--- config.mk ---
export PLATFORM = sky130hd
export DESIGN_NAME = adc_conversion_sequencer
export DESIGN_NICKNAME = d
export VERILOG_FILES = /design/src/adc_seq_pkg.sv /design/src/adc_settle_timer.sv /design/src/adc_conversion_sequencer.sv
export SDC_FILE = /design/constraint.sdc
export NUM_CORES = 1
export LEC_CHECK = 0
export BUFFER_PORTS_ARGS = -buffer_cell sky130_fd_sc_hd__buf_2
export CORE_MARGIN = 2
export CORE_UTILIZATION = 58
export CTS_CLUSTER_SIZE = 14
export DETAILED_ROUTE_END_ITERATION = 10
export PLACE_DENSITY = 0.84
export SYNTH_ARGS = -nofsm -noshare
export SYNTH_HDL_FRONTEND = slang
export SYNTH_SLANG_ARGS = --single-unit
--- constraint.sdc ---
create_clock -name clk_in -period 2.5 [get_ports clk_in]
set_input_delay 0.125 -clock clk_in [delete_from_list [all_inputs] [get_ports clk_in]]
set_output_delay 0.125 -clock clk_in [all_outputs]
set_load 0.01 [all_outputs]
--- src/adc_seq_pkg.sv ---
package adc_seq_pkg;

  // ---------------------------------------------------------------
  // Clock and timing
  // ---------------------------------------------------------------
  localparam int CLK_PERIOD_PS = 4000;
  localparam int SOFTWARE_START_BIT_TIME_NS = 5900;
  localparam int SOFTWARE_START_BIT_TIME_CYCLES = (SOFTWARE_START_BIT_TIME_NS * 1000) / CLK_PERIOD_PS;
  localparam int ACQ_TIME_NS = 2000;
  localparam int ACQ_TIME_CYCLES = (ACQ_TIME_NS * 1000 + CLK_PERIOD_PS - 1) / CLK_PERIOD_PS;
  localparam int QUIET_TIME_NS = 500;
  localparam int QUIET_TIME_CYCLES = (QUIET_TIME_NS * 1000 + CLK_PERIOD_PS - 1) / CLK_PERIOD_PS;
  localparam int SOFTWARE_START_BIT_HALF_MCLKS = 29;
  localparam int SETTLE_SCLK_EDGE = 6;
  localparam int SETTLE_CYCLES_DEF = 250;
  localparam int FULL_SPEC_RATE_KHZ = 117;
  localparam int DEGRADED_RATE_KHZ = 127;
  localparam int SELF_CLOCK_RATE_KHZ = 78;

  // ---------------------------------------------------------------
  // Data widths and reset values
  // ---------------------------------------------------------------
  localparam int RESULT_W = 12;
  localparam int CHAN_W = 3;
  localparam int CODE_MSB = RESULT_W - 1;
  localparam logic [CHAN_W-1:0] CHAN_RST = 3'h0;
  localparam logic [RESULT_W-1:0] RESULT_RST = 12'h000;

  // ---------------------------------------------------------------
  // Carriers
  // ---------------------------------------------------------------
  typedef struct packed {
    logic [CHAN_W-1:0] channel;
    logic software_start_bit;
    logic standby;
  } ctrl_word_type;

  localparam ctrl_word_type CTRL_RST = '{channel: 3'h0, software_start_bit: 1'b0, standby: 1'b0};

  typedef struct packed {
    logic busy;
    logic hold;
    logic acquired;
    logic sw_pending;
    logic late;
  } status_type;

  typedef enum logic [1:0] {
    ST_IDLE = 2'b00,
    ST_SW_WAIT = 2'b01,
    ST_CONVERT = 2'b10
  } seq_state_type;

endpackage

--- src/adc_settle_timer.sv ---
`timescale 1ns/100ps
module adc_settle_timer
  import adc_seq_pkg::*;
#(
  parameter int SETTLE_CYCLES = SETTLE_CYCLES_DEF,
  parameter int CNT_W = 16
) (
  input wire logic clk_in,
  input wire logic arst_n_in,
  input wire logic ce_in,
  input wire logic drop_in,
  input wire logic discharge_in,
  output logic active_out,
  output logic timing_capacitor_pin_out
);

  // ---------------------------------------------------------------
  // Settling interval
  // ---------------------------------------------------------------
  logic low_r;
  logic low_nxt;
  logic run_r;
  logic run_nxt;
  logic [CNT_W-1:0] cnt_r;
  logic [CNT_W-1:0] cnt_nxt;

  always_comb begin
    low_nxt = low_r;
    run_nxt = run_r;
    cnt_nxt = cnt_r;
    // [RL4] Drop at write start.
    if (drop_in) begin
      low_nxt = 1'b1;
      run_nxt = 1'b0;
    end
    // [RL4] Discharge from sixth edge.
    if (discharge_in) begin
      low_nxt = 1'b1;
      run_nxt = 1'b1;
      cnt_nxt = CNT_W'(SETTLE_CYCLES);
    end else if (run_r && !drop_in) begin
      // [RL5] Threshold crossing ends interval.
      if (cnt_r <= CNT_W'(1)) begin
        run_nxt = 1'b0;
        low_nxt = 1'b0;
        cnt_nxt = '0;
      end else begin
        cnt_nxt = cnt_r - CNT_W'(1);
      end
    end
  end

  always_ff @(posedge clk_in or negedge arst_n_in) begin
    if (!arst_n_in) begin
      low_r <= 1'b0;
      run_r <= 1'b0;
      cnt_r <= '0;
    end else if (ce_in) begin
      low_r <= low_nxt;
      run_r <= run_nxt;
      cnt_r <= cnt_nxt;
    end
  end

  assign active_out = low_r;
  assign timing_capacitor_pin_out = ~low_r;

endmodule

--- src/adc_conversion_sequencer.sv ---
`timescale 1ns/100ps
// Overview of operation
// [RL1] Start by pin strobe or software bit.
// [RL2] Pin rising edge holds, converts if settled.
// [RL3] Channel load launches settling interval.
// [RL4] Settling drops at write, discharges sixth edge.
// [RL5] No hold until settling threshold crossed.
// [RL6] Every write retriggers; software start delayed.
// [RL7] Conversion clock comes from master clock.
// [RL8] Conversion finishes within 5.9 us.
// [RL9] Track/hold acquires within 2 us.
// [RL10] Conversion end returns to track mode.
// [RL11] Host keeps quiet during conversion, 500 ns before.
// [RL12] Throughput 117/127 kHz external, 78 self.
// [RL13] Bipolar variant outputs twos complement.
// [RL14] Unipolar variants output straight binary.
// [RL15] Codes step at integer LSB multiples.
// [RL16] Software start samples at settling expiry.
// [RL17] Conversion lasts 14.5 master clocks.
// [RL18] Software bit set disables start pin.
// [RL19] Self-clocking end drops receive frame sync.
// [RL20] Conversion end latches newest result.
module adc_conversion_sequencer
  import adc_seq_pkg::*;
#(
  parameter bit BIPOLAR = 1'b0,
  parameter int SETTLE_CYCLES = SETTLE_CYCLES_DEF,
  parameter int SETTLE_CNT_W = 16
) (
  input wire logic clk_in,
  input wire logic arst_n_in,
  input wire logic ce_in,
  input wire logic conversion_start_pin_in,
  input wire logic master_clock_in,
  input wire logic write_begin_in,
  input wire logic write_end_in,
  input wire logic sclk_fall_in,
  input wire ctrl_word_type write_word_in,
  input wire logic self_clock_mode_in,
  input wire logic frame_done_in,
  input wire logic [RESULT_W-1:0] raw_code_in,
  output logic timing_capacitor_pin_out,
  output logic track_hold_out,
  output logic receive_frame_sync_n_out,
  output logic [RESULT_W-1:0] result_out,
  output logic [CHAN_W-1:0] channel_out,
  output logic standby_out,
  output logic eoc_out,
  output status_type status_out
);

  // ---------------------------------------------------------------
  // Input edge detection
  // ---------------------------------------------------------------
  logic pin_d_r;
  logic mclk_d_r;
  logic pin_rise;
  logic mclk_edge;

  assign pin_rise = conversion_start_pin_in & ~pin_d_r;
  // [RL7] Both master clock edges.
  assign mclk_edge = master_clock_in ^ mclk_d_r;

  always_ff @(posedge clk_in or negedge arst_n_in) begin
    if (!arst_n_in) begin
      pin_d_r <= 1'b0;
      mclk_d_r <= 1'b0;
    end else if (ce_in) begin
      pin_d_r <= conversion_start_pin_in;
      mclk_d_r <= master_clock_in;
    end
  end

  // ---------------------------------------------------------------
  // Serial write and control register
  // ---------------------------------------------------------------
  logic wr_active_r;
  logic wr_active_nxt;
  logic [2:0] sclk_cnt_r;
  logic [2:0] sclk_cnt_nxt;
  ctrl_word_type ctrl_r;
  ctrl_word_type ctrl_nxt;
  logic load;
  logic settle_active;

  assign load = wr_active_r & sclk_fall_in & ~write_begin_in & (sclk_cnt_r == 3'(SETTLE_SCLK_EDGE - 1));

  always_comb begin
    wr_active_nxt = wr_active_r;
    sclk_cnt_nxt = sclk_cnt_r;
    ctrl_nxt = ctrl_r;
    if (write_begin_in) begin
      wr_active_nxt = 1'b1;
      sclk_cnt_nxt = 3'h0;
    end else if (write_end_in) begin
      wr_active_nxt = 1'b0;
    end else if (wr_active_r && sclk_fall_in && sclk_cnt_r != 3'(SETTLE_SCLK_EDGE)) begin
      sclk_cnt_nxt = sclk_cnt_r + 3'h1;
    end
    // [RL3] Channel load at sixth edge.
    if (load) begin
      ctrl_nxt = write_word_in;
    end
  end

  always_ff @(posedge clk_in or negedge arst_n_in) begin
    if (!arst_n_in) begin
      wr_active_r <= 1'b0;
      sclk_cnt_r <= 3'h0;
      ctrl_r <= CTRL_RST;
    end else if (ce_in) begin
      wr_active_r <= wr_active_nxt;
      sclk_cnt_r <= sclk_cnt_nxt;
      ctrl_r <= ctrl_nxt;
    end
  end

  // [RL6] Each write retriggers settling.
  adc_settle_timer #(
    .SETTLE_CYCLES(SETTLE_CYCLES),
    .CNT_W(SETTLE_CNT_W)
  ) adc_settle_timer_inst (
    .clk_in(clk_in),
    .arst_n_in(arst_n_in),
    .ce_in(ce_in),
    .drop_in(write_begin_in),
    .discharge_in(load),
    .active_out(settle_active),
    .timing_capacitor_pin_out(timing_capacitor_pin_out)
  );

  // ---------------------------------------------------------------
  // Conversion sequence
  // ---------------------------------------------------------------
  seq_state_type state_r;
  seq_state_type state_nxt;
  logic [4:0] half_cnt_r;
  logic [4:0] half_cnt_nxt;
  logic [10:0] time_cnt_r;
  logic [10:0] time_cnt_nxt;
  logic late_r;
  logic late_nxt;
  logic hold_r;
  logic hold_nxt;
  logic [RESULT_W-1:0] result_r;
  logic [RESULT_W-1:0] result_nxt;
  logic eoc_r;
  logic eoc_nxt;
  logic start_go;
  logic software_start_bit_end;
  logic [RESULT_W-1:0] coded;

  // [RL13] Twos complement by MSB flip.
  // [RL14] Straight binary passes through.
  // [RL15] One code per LSB step.
  assign coded = BIPOLAR ? {~raw_code_in[CODE_MSB], raw_code_in[CODE_MSB-1:0]} : raw_code_in;

  // [RL2] Pin edge only when settled.
  // [RL18] Software bit masks the pin.
  assign start_go = pin_rise & ~settle_active & ~ctrl_r.software_start_bit;
  // [RL17] End after 14.5 master clocks.
  assign software_start_bit_end = (state_r == ST_CONVERT) & mclk_edge & (half_cnt_r == 5'(SOFTWARE_START_BIT_HALF_MCLKS - 1));

  always_comb begin
    state_nxt = state_r;
    half_cnt_nxt = half_cnt_r;
    time_cnt_nxt = time_cnt_r;
    late_nxt = late_r;
    hold_nxt = hold_r;
    result_nxt = result_r;
    eoc_nxt = 1'b0;
    case (state_r)
      ST_IDLE: begin
        // [RL1] Software start armed by write.
        if (load && write_word_in.software_start_bit) begin
          state_nxt = ST_SW_WAIT;
        // [RL1] Hardware pin start.
        end else if (start_go) begin
          state_nxt = ST_CONVERT;
          hold_nxt = 1'b1;
          half_cnt_nxt = 5'h00;
          time_cnt_nxt = 11'h000;
          late_nxt = 1'b0;
        end
      end
      ST_SW_WAIT: begin
        // [RL16] Sample at settling expiry.
        // [RL5] Wait for threshold.
        if (!settle_active) begin
          state_nxt = ST_CONVERT;
          hold_nxt = 1'b1;
          half_cnt_nxt = 5'h00;
          time_cnt_nxt = 11'h000;
          late_nxt = 1'b0;
        end
      end
      ST_CONVERT: begin
        if (time_cnt_r != 11'h7FF) begin
          time_cnt_nxt = time_cnt_r + 11'h001;
        end
        // [RL8] Flag overrun of 5.9 us.
        if (time_cnt_r == 11'(SOFTWARE_START_BIT_TIME_CYCLES)) begin
          late_nxt = 1'b1;
        end
        if (mclk_edge) begin
          half_cnt_nxt = half_cnt_r + 5'h01;
        end
        if (software_start_bit_end) begin
          // [RL10] Back to track mode.
          state_nxt = ST_IDLE;
          hold_nxt = 1'b0;
          // [RL20] Latch newest result.
          result_nxt = coded;
          eoc_nxt = 1'b1;
        end
      end
      default: begin
        state_nxt = ST_IDLE;
        hold_nxt = 1'b0;
      end
    endcase
  end

  always_ff @(posedge clk_in or negedge arst_n_in) begin
    if (!arst_n_in) begin
      state_r <= ST_IDLE;
      half_cnt_r <= 5'h00;
      time_cnt_r <= 11'h000;
      late_r <= 1'b0;
      hold_r <= 1'b0;
      result_r <= RESULT_RST;
      eoc_r <= 1'b0;
    end else if (ce_in) begin
      state_r <= state_nxt;
      half_cnt_r <= half_cnt_nxt;
      time_cnt_r <= time_cnt_nxt;
      late_r <= late_nxt;
      hold_r <= hold_nxt;
      result_r <= result_nxt;
      eoc_r <= eoc_nxt;
    end
  end

  // ---------------------------------------------------------------
  // Acquisition and frame sync
  // ---------------------------------------------------------------
  logic [9:0] acq_cnt_r;
  logic [9:0] acq_cnt_nxt;
  logic rfs_low_r;
  logic rfs_low_nxt;

  always_comb begin
    acq_cnt_nxt = acq_cnt_r;
    rfs_low_nxt = rfs_low_r;
    // [RL9] Acquisition timed from track return.
    if (hold_r) begin
      acq_cnt_nxt = 10'h000;
    end else if (acq_cnt_r != 10'(ACQ_TIME_CYCLES)) begin
      acq_cnt_nxt = acq_cnt_r + 10'h001;
    end
    // [RL19] Frame sync low at end.
    if (software_start_bit_end && self_clock_mode_in) begin
      rfs_low_nxt = 1'b1;
    end else if (frame_done_in) begin
      rfs_low_nxt = 1'b0;
    end
  end

  always_ff @(posedge clk_in or negedge arst_n_in) begin
    if (!arst_n_in) begin
      acq_cnt_r <= 10'(ACQ_TIME_CYCLES);
      rfs_low_r <= 1'b0;
    end else if (ce_in) begin
      acq_cnt_r <= acq_cnt_nxt;
      rfs_low_r <= rfs_low_nxt;
    end
  end

  // ---------------------------------------------------------------
  // Outputs
  // ---------------------------------------------------------------
  // [RL10] Track/hold follows sequencer.
  assign track_hold_out = hold_r;
  // [RL19] Frame sync active low.
  assign receive_frame_sync_n_out = ~rfs_low_r;
  // [RL20] Registered newest result.
  assign result_out = result_r;
  // [RL3] Selected multiplexer channel.
  assign channel_out = ctrl_r.channel;
  assign standby_out = ctrl_r.standby;
  // [RL10] One-cycle end strobe.
  assign eoc_out = eoc_r;
  // [RL1] Busy from either start.
  assign status_out.busy = (state_r != ST_IDLE);
  assign status_out.hold = hold_r;
  // [RL9] Acquisition time elapsed.
  // [RL12] Next sample may start.
  assign status_out.acquired = ~hold_r & (acq_cnt_r == 10'(ACQ_TIME_CYCLES));
  // [RL16] Waiting for settling expiry.
  assign status_out.sw_pending = (state_r == ST_SW_WAIT);
  // [RL8] Conversion overran.
  assign status_out.late = late_r;

endmodule

Word-level counts from Yosys, hierarchy flattened --
Cells that the tools add are included.
Word-level totals: bits in registers 73, bits of input ports 27, output and inout bits 25, logic and storage cells 132
Operators by class: add/sub/neg operators 5, order comparisons 1, eq/ne operators 18, multiplexer cells 47, bitwise gates (word level) 16, reduce and logical (&&, ||, !) cells 26
Operator list (count):
- $mux 16 | 3
- $mux 11 | 4
- $pmux 11 s3 | 1
- $mux 1 | 22
- $mux 10 | 2
- $mux 5 | 4
- $reduce_and 6->1 | 3
- $le 16x1->1 const B | 1
- $sub 16x1->16 const B | 1
- $pmux 5 s3 | 1
- $ne 2x2->1 const B | 6
- $reduce_bool 2->1 | 6
- $add 11x1->11 const B | 1
- $eq 11x11->1 const B | 1
- $ne 11x11->1 const B | 1
- $add 10x1->10 const B | 1
- $eq 10x9->1 const B | 1
- $ne 10x9->1 const B | 1
- $reduce_and 2->1 | 5
- $and 1x1->1 | 9
- $mux 3 | 3
- $mux 2 | 4
- $ne 3x3->1 const B | 2
- $not 1->1 | 6
- 17 further kinds | 24

Longest topological paths before layout --
word-level depth 7, gate-level depth with buffers 8, depth with buffers taken out 7

Cells and area by module --
Synthesis repeated with hierarchy kept, for this count alone.
Second synthesis, totals: cells, all modules 395, area, all modules 4081.4 µm²
By module, submodules not included:
- adc_conversion_sequencer | times used 1, cells each 277, area each 3007.9 µm², sequential area each 1383.8 µm²
- adc_settle_timer | times used 1, cells each 118, area each 1073.5 µm², sequential area each 450.4 µm²

Least setup slack after synthesis --
Ideal clock, no wire load.
kind flip-flop to flip-flop, start reg sclk_cnt_r[1], end reg half_cnt_r[3], library setup time 0.083 ns, data arrival time 1.934 ns, required time 2.417 ns, path slack 0.483 ns, cell stages (with the launch flop) 9, buffers on the path 1, clock period less this slack 2.017 ns, cells stage by stage dfrtp_1 -> inv_1 -> ha_1 -> nand4_1 -> or3b_2 -> a221oi_2 -> buf_2 -> a21oi_1 -> o22ai_1
Between the ends: longest elaborated chain between the ends 5
RTL lines:
- start: declaration | line adc_conversion_sequencer.sv:79 | logic [2:0] sclk_cnt_r;
- start signal: assignment | line adc_conversion_sequencer.sv:113 | sclk_cnt_r <= sclk_cnt_nxt;
- $eq 3x3->1 | line adc_conversion_sequencer.sv:86 | assign load = wr_active_r & sclk_fall_in & ~write_begin_in & (sclk_cnt_r == 3'(SETTLE_SCLK_EDGE - 1));
- $and 1x1->1 | line adc_conversion_sequencer.sv:86
- $logic_and 1x1->1 | line adc_conversion_sequencer.sv:175 | if (load && write_word_in.software_start_bit) begin
- $ne 2x2->1 (no source line)
- $reduce_and 6->1 (no source line)
- end signal: assignment | line adc_conversion_sequencer.sv:235 | half_cnt_r <= half_cnt_nxt;
- end: declaration | line adc_conversion_sequencer.sv:137 | logic [4:0] half_cnt_r;
Every way passes these cells. A chain may end at the register's enable or synchronous reset.

Worst setup path in the final report --
start reg adc_settle_timer_inst.cnt_r[12], end reg adc_settle_timer_inst.cnt_r[13]
Between the ends: longest elaborated chain between the ends 4, elaborated cells between the ends (all ways) 5, classes of those cells add/sub (1); order compare (1); mux (3)
RTL lines:
- start: declaration | line adc_settle_timer.sv:24 | logic [CNT_W-1:0] cnt_r;
- start signal: assignment | line adc_settle_timer.sv:61 | cnt_r <= cnt_nxt;
- $sub 16x1->16 / $le 16x1->1 (equally long branches) | line adc_settle_timer.sv:48, adc_settle_timer.sv:43
- $mux 16 (*) | line adc_settle_timer.sv:43 | if (cnt_r <= CNT_W'(1)) begin
- $mux 16 (*) | line adc_settle_timer.sv:41 | end else if (run_r && !drop_in) begin
- $mux 16 (*) | line adc_settle_timer.sv:37 | if (discharge_in) begin
Mark *: on every way between the ends. The rest lies on a longest branch, timed or not. The select of a mux whose other input is x is not followed.

==> results.yml <==
routing:
  routedWlPerCell_um: 16.4
  drt_drc_violations_left: 0
  met2_routed_wirelength_um: 4660
  drt-met1-wl_um: 3880
  postRouteWirelength_um: 9080
  drtIter0Drc: 215
  dr.pass1.iters: 6
  vias_per_cell: 6.13
  route.met3.wl_um: 377
  total_number_of_vias: 3394
  maxUsedRoutingLayer: "met4"
  postRouteAntennaNets: 0
yosys:
  synth_area_per_cell_um2: 9.62
  async_reset_ff_frac: 1.00
  yosys.cell_types.count: 59
  yosys-top-cells-area: "sky130_fd_sc_hd__dfrtp_1 43%, sky130_fd_sc_hd__nand2_1 5.0%, sky130_fd_sc_hd__mux2_2 4.6%"
  netlist_area_um2: 3900
  synth.top_cell.area_share: 0.429
  sequential_element_share_of_the_synthesized_area: 0.470
  post_synth_inst_count: 406
  synthesis.yosys.warnings: 0
  synth_enable_flop_cells: 0
  synthFlopType: "sky130_fd_sc_hd__dfrtp_1"
  syn_nets: 443
  yosysTopAreaCell: "sky130_fd_sc_hd__dfrtp_1"
  ys_seq_elements: 73
clock_network:
  cts_hold_buf: 14
  cts_h_tree_depth: 3
  cts.repair.resized: 0
  clockRootBuffer: "sky130_fd_sc_hd__clkbuf_8"
  clkTransAtPathRegs_ns: 0.08
  cts_tree: "built"
  post_cts_buffers: 0
  clock_sinks: 73
  tritoncts.num_buffers: 9
  clk_path_buf_depth: 2
  insertion_delay_of_the_later_clocked_pin_in_the_worst_skew_pair_ns: 0.35
worst_setup_path:
  worstSetupStartpointType: "flip-flop"
  critical_path_required_ns: 2.74
  path_max_fanout: 7
  timing.critical_path.cells: "or3_1 > or4b_4 > o21ai_2 > o22ai_1 > a21o_1"
  worst_ep_arrival_time_ns: 2.36
  delay_of_the_slowest_critical_path_stage_ns: 0.58
  timing_worst_setup_path_type: "flip-flop to flip-flop"
  ff2ff_setup_slack_ns: 0.38
  crit_path_top_delay_cell: "sky130_fd_sc_hd__or4b_4"
  setup.worst_path.end_class: "flip-flop"
final_layout:
  stdcell_area_um2: 4630
  area_growth_syn_to_layout_pct: 18.7
  drive_above_1_share: 0.243
  diodes: 0
  finalNetCount: 509
run_status:
  run_status: "complete, no violations"
sta:
  fin_skew_ns: 0.0107
  layout_setup_ws_ns: 0.382
  setup_repair_after_global_routing_missed_its_margin: "false"
  timing.final.max_slew_violations: 0
  layout_worst_path_cycle_share: 0.847
  timing.fmax_ghz: 0.472
  post-route-min-period_ns: 2.12
  finalSetupViolations: 0
  max-slew-margin-rel: 0.435
  timing_hold_violations_final: 0
  setup_total_negative_slack_ns: 0
  tightestPinTransition_ns: 0.847
place:
  portBuffers: 51
  postPlaceCellArea_um2: 4250
  gp_routability_congestion: 0.936
  dp_worst_setup_slack_ns: 0.397
  place_hpwl_um: 6220
floorplanning:
  fp.dieArea_um2: 7410
  die_height_um: 86.1
  initial_core_util: 0.608
  die_width_um: 86.1
  io_pins: 52
  core_area_um2: 6420
  floorplan.rows: 29
power_and_ir_drop:
  ir_worst_vdd_uv: 466
  power.density_nw_per_um2: 616
  leakage_nw: 2.17
global_route:
  first_global_vias: 3320
  initial_antenna_violation_count: 0
  global_route.overflow_total: 0
  gr-usage-all-layers: 0.261
  grt_start_max_net_pins: 36
  grt_first_pass_wirelength_um: 15300
hold_path:
  hold_path_class: "input pin to flip-flop"
run:
  number_of_violations_of_the_max_capacitance_limit: 0
==> worst paths after layout <==
path / startpoint / end / cells after the start
setup / recovery: adc_settle_timer_inst.cnt_r[12] / adc_settle_timer_inst.cnt_r[13] / 5
hold / removal: raw_code_in[5] / result_out[5] / 2
setup reg to reg: adc_settle_timer_inst.cnt_r[12] / adc_settle_timer_inst.cnt_r[13] / 5
hold reg to reg: channel_out[2] / channel_out[2] / 2
max in group asynchronous: arst_n_in / time_cnt_r[10] / 3
min in group asynchronous: arst_n_in / acq_cnt_r[9] / 2
==> flip-flops by register name, indices dropped and copies added (netlist names), 2 cells and up <==
name / flops
state_r: 2
half_cnt_r: 5
acq_cnt_r: 10
sclk_cnt_r: 3
channel_out: 3
adc_settle_timer_inst.cnt_r: 16
result_out: 12
time_cnt_r: 11
==> Yosys cell counts (all sizes together), types with 3 or more instances <==
library cell  number
dfrtp             67
nand2             53
o21ai             29
nor2              21
nand3             19
a21oi             18
inv               16
mux2              16
nor3              15
clkbuf            12
buf               10
ha                10
a21o               8
and3               8
nand4              7
dfstp              6
nor4               6
o22ai              6
and2               5
mux2i              5
nand2b             5
o31ai              5
or2                5
a22o               4
a31oi              4
o2bb2ai            4
o311ai             4
a41oi              3
o41ai              3
==> area by class of cell <==
class | count | area (µm²)
well taps | 77 | 96.3
flip-flops and latches | 73 | 1830
clock inverters | 7 | 119
clock buffers | 9 | 124
repair buffers | 77 | 498
inverters | 16 | 60.1
fillers | 459 | 1790
multi-input cells | 295 | 1900
==> routing by layer <==
metal,vias to the layer above,global-route usage
met5,-,0
met4,0,0.123
met3,15,0.0327
met2,105,0.439
met1,1663,0.336
li1,1611,-
==> cell usage in the layout, fill, tap and decap left out, types with 6 or more instances in the layout <==
cell type | netlist | routed
sky130_fd_sc_hd__buf_2 | 2 | 51
sky130_fd_sc_hd__nand3_1 | 19 | 19
sky130_fd_sc_hd__buf_4 | 6 | 11
sky130_fd_sc_hd__a21oi_1 | 18 | 18
sky130_fd_sc_hd__dfstp_2 | 6 | 6
sky130_fd_sc_hd__dfrtp_1 | 67 | 67
sky130_fd_sc_hd__nor2_1 | 19 | 19
sky130_fd_sc_hd__ha_1 | 10 | 10
sky130_fd_sc_hd__clkbuf_8 | 0 | 9
sky130_fd_sc_hd__a21o_1 | 8 | 8
sky130_fd_sc_hd__nand4_1 | 7 | 7
sky130_fd_sc_hd__nor3_1 | 15 | 15
sky130_fd_sc_hd__mux2_2 | 16 | 16
sky130_fd_sc_hd__inv_1 | 16 | 16
sky130_fd_sc_hd__o22ai_1 | 6 | 6
sky130_fd_sc_hd__dlygate4sd3_1 | 0 | 14
sky130_fd_sc_hd__and3_1 | 8 | 8
sky130_fd_sc_hd__o21ai_0 | 27 | 27
sky130_fd_sc_hd__nand2_1 | 52 | 52
==> power by group <==
group	total [mW]	internal, mW	switching (mW)
combinational	0.318	0.158	0.160
sequential	1.43	1.29	0.140
clock	1.11	0.662	0.444
==> stage by stage <==
step	utilization	power, mW	hold slack (ns)	cells
5_1_grt	0.722	2.99	0.00348	554
4_1_cts	0.722	2.88	0.00146	554
6_report	0.722	2.85	0.0127	554
3_5_place_dp	0.662	1.75	0.277	524
3_3_place_gp	0.662	1.72	0.265	524
2_1_floorplan	-	1.61	-0.171	406
==> logic make-up after synthesis <==
group	Yosys count	synth area share
xor gates and xnor gates	1	0.00224
adders and majority gates	10	0.0320
DFF	73	0.470
muxes	21	0.0590
buffers and inverters	38	0.0429
AOI/OAI and AO/OA	104	0.181
and+or+nand+nor	159	0.213
==> critical path, delay by kind of cell, from the launching register on <==
family	cells	cell delay (ns)
and+or+nand+nor	2	0.96
AOI/OAI and AO/OA	3	0.61
DFF	1	0.43
Note: power is estimated with default switching activity, not from simulation.
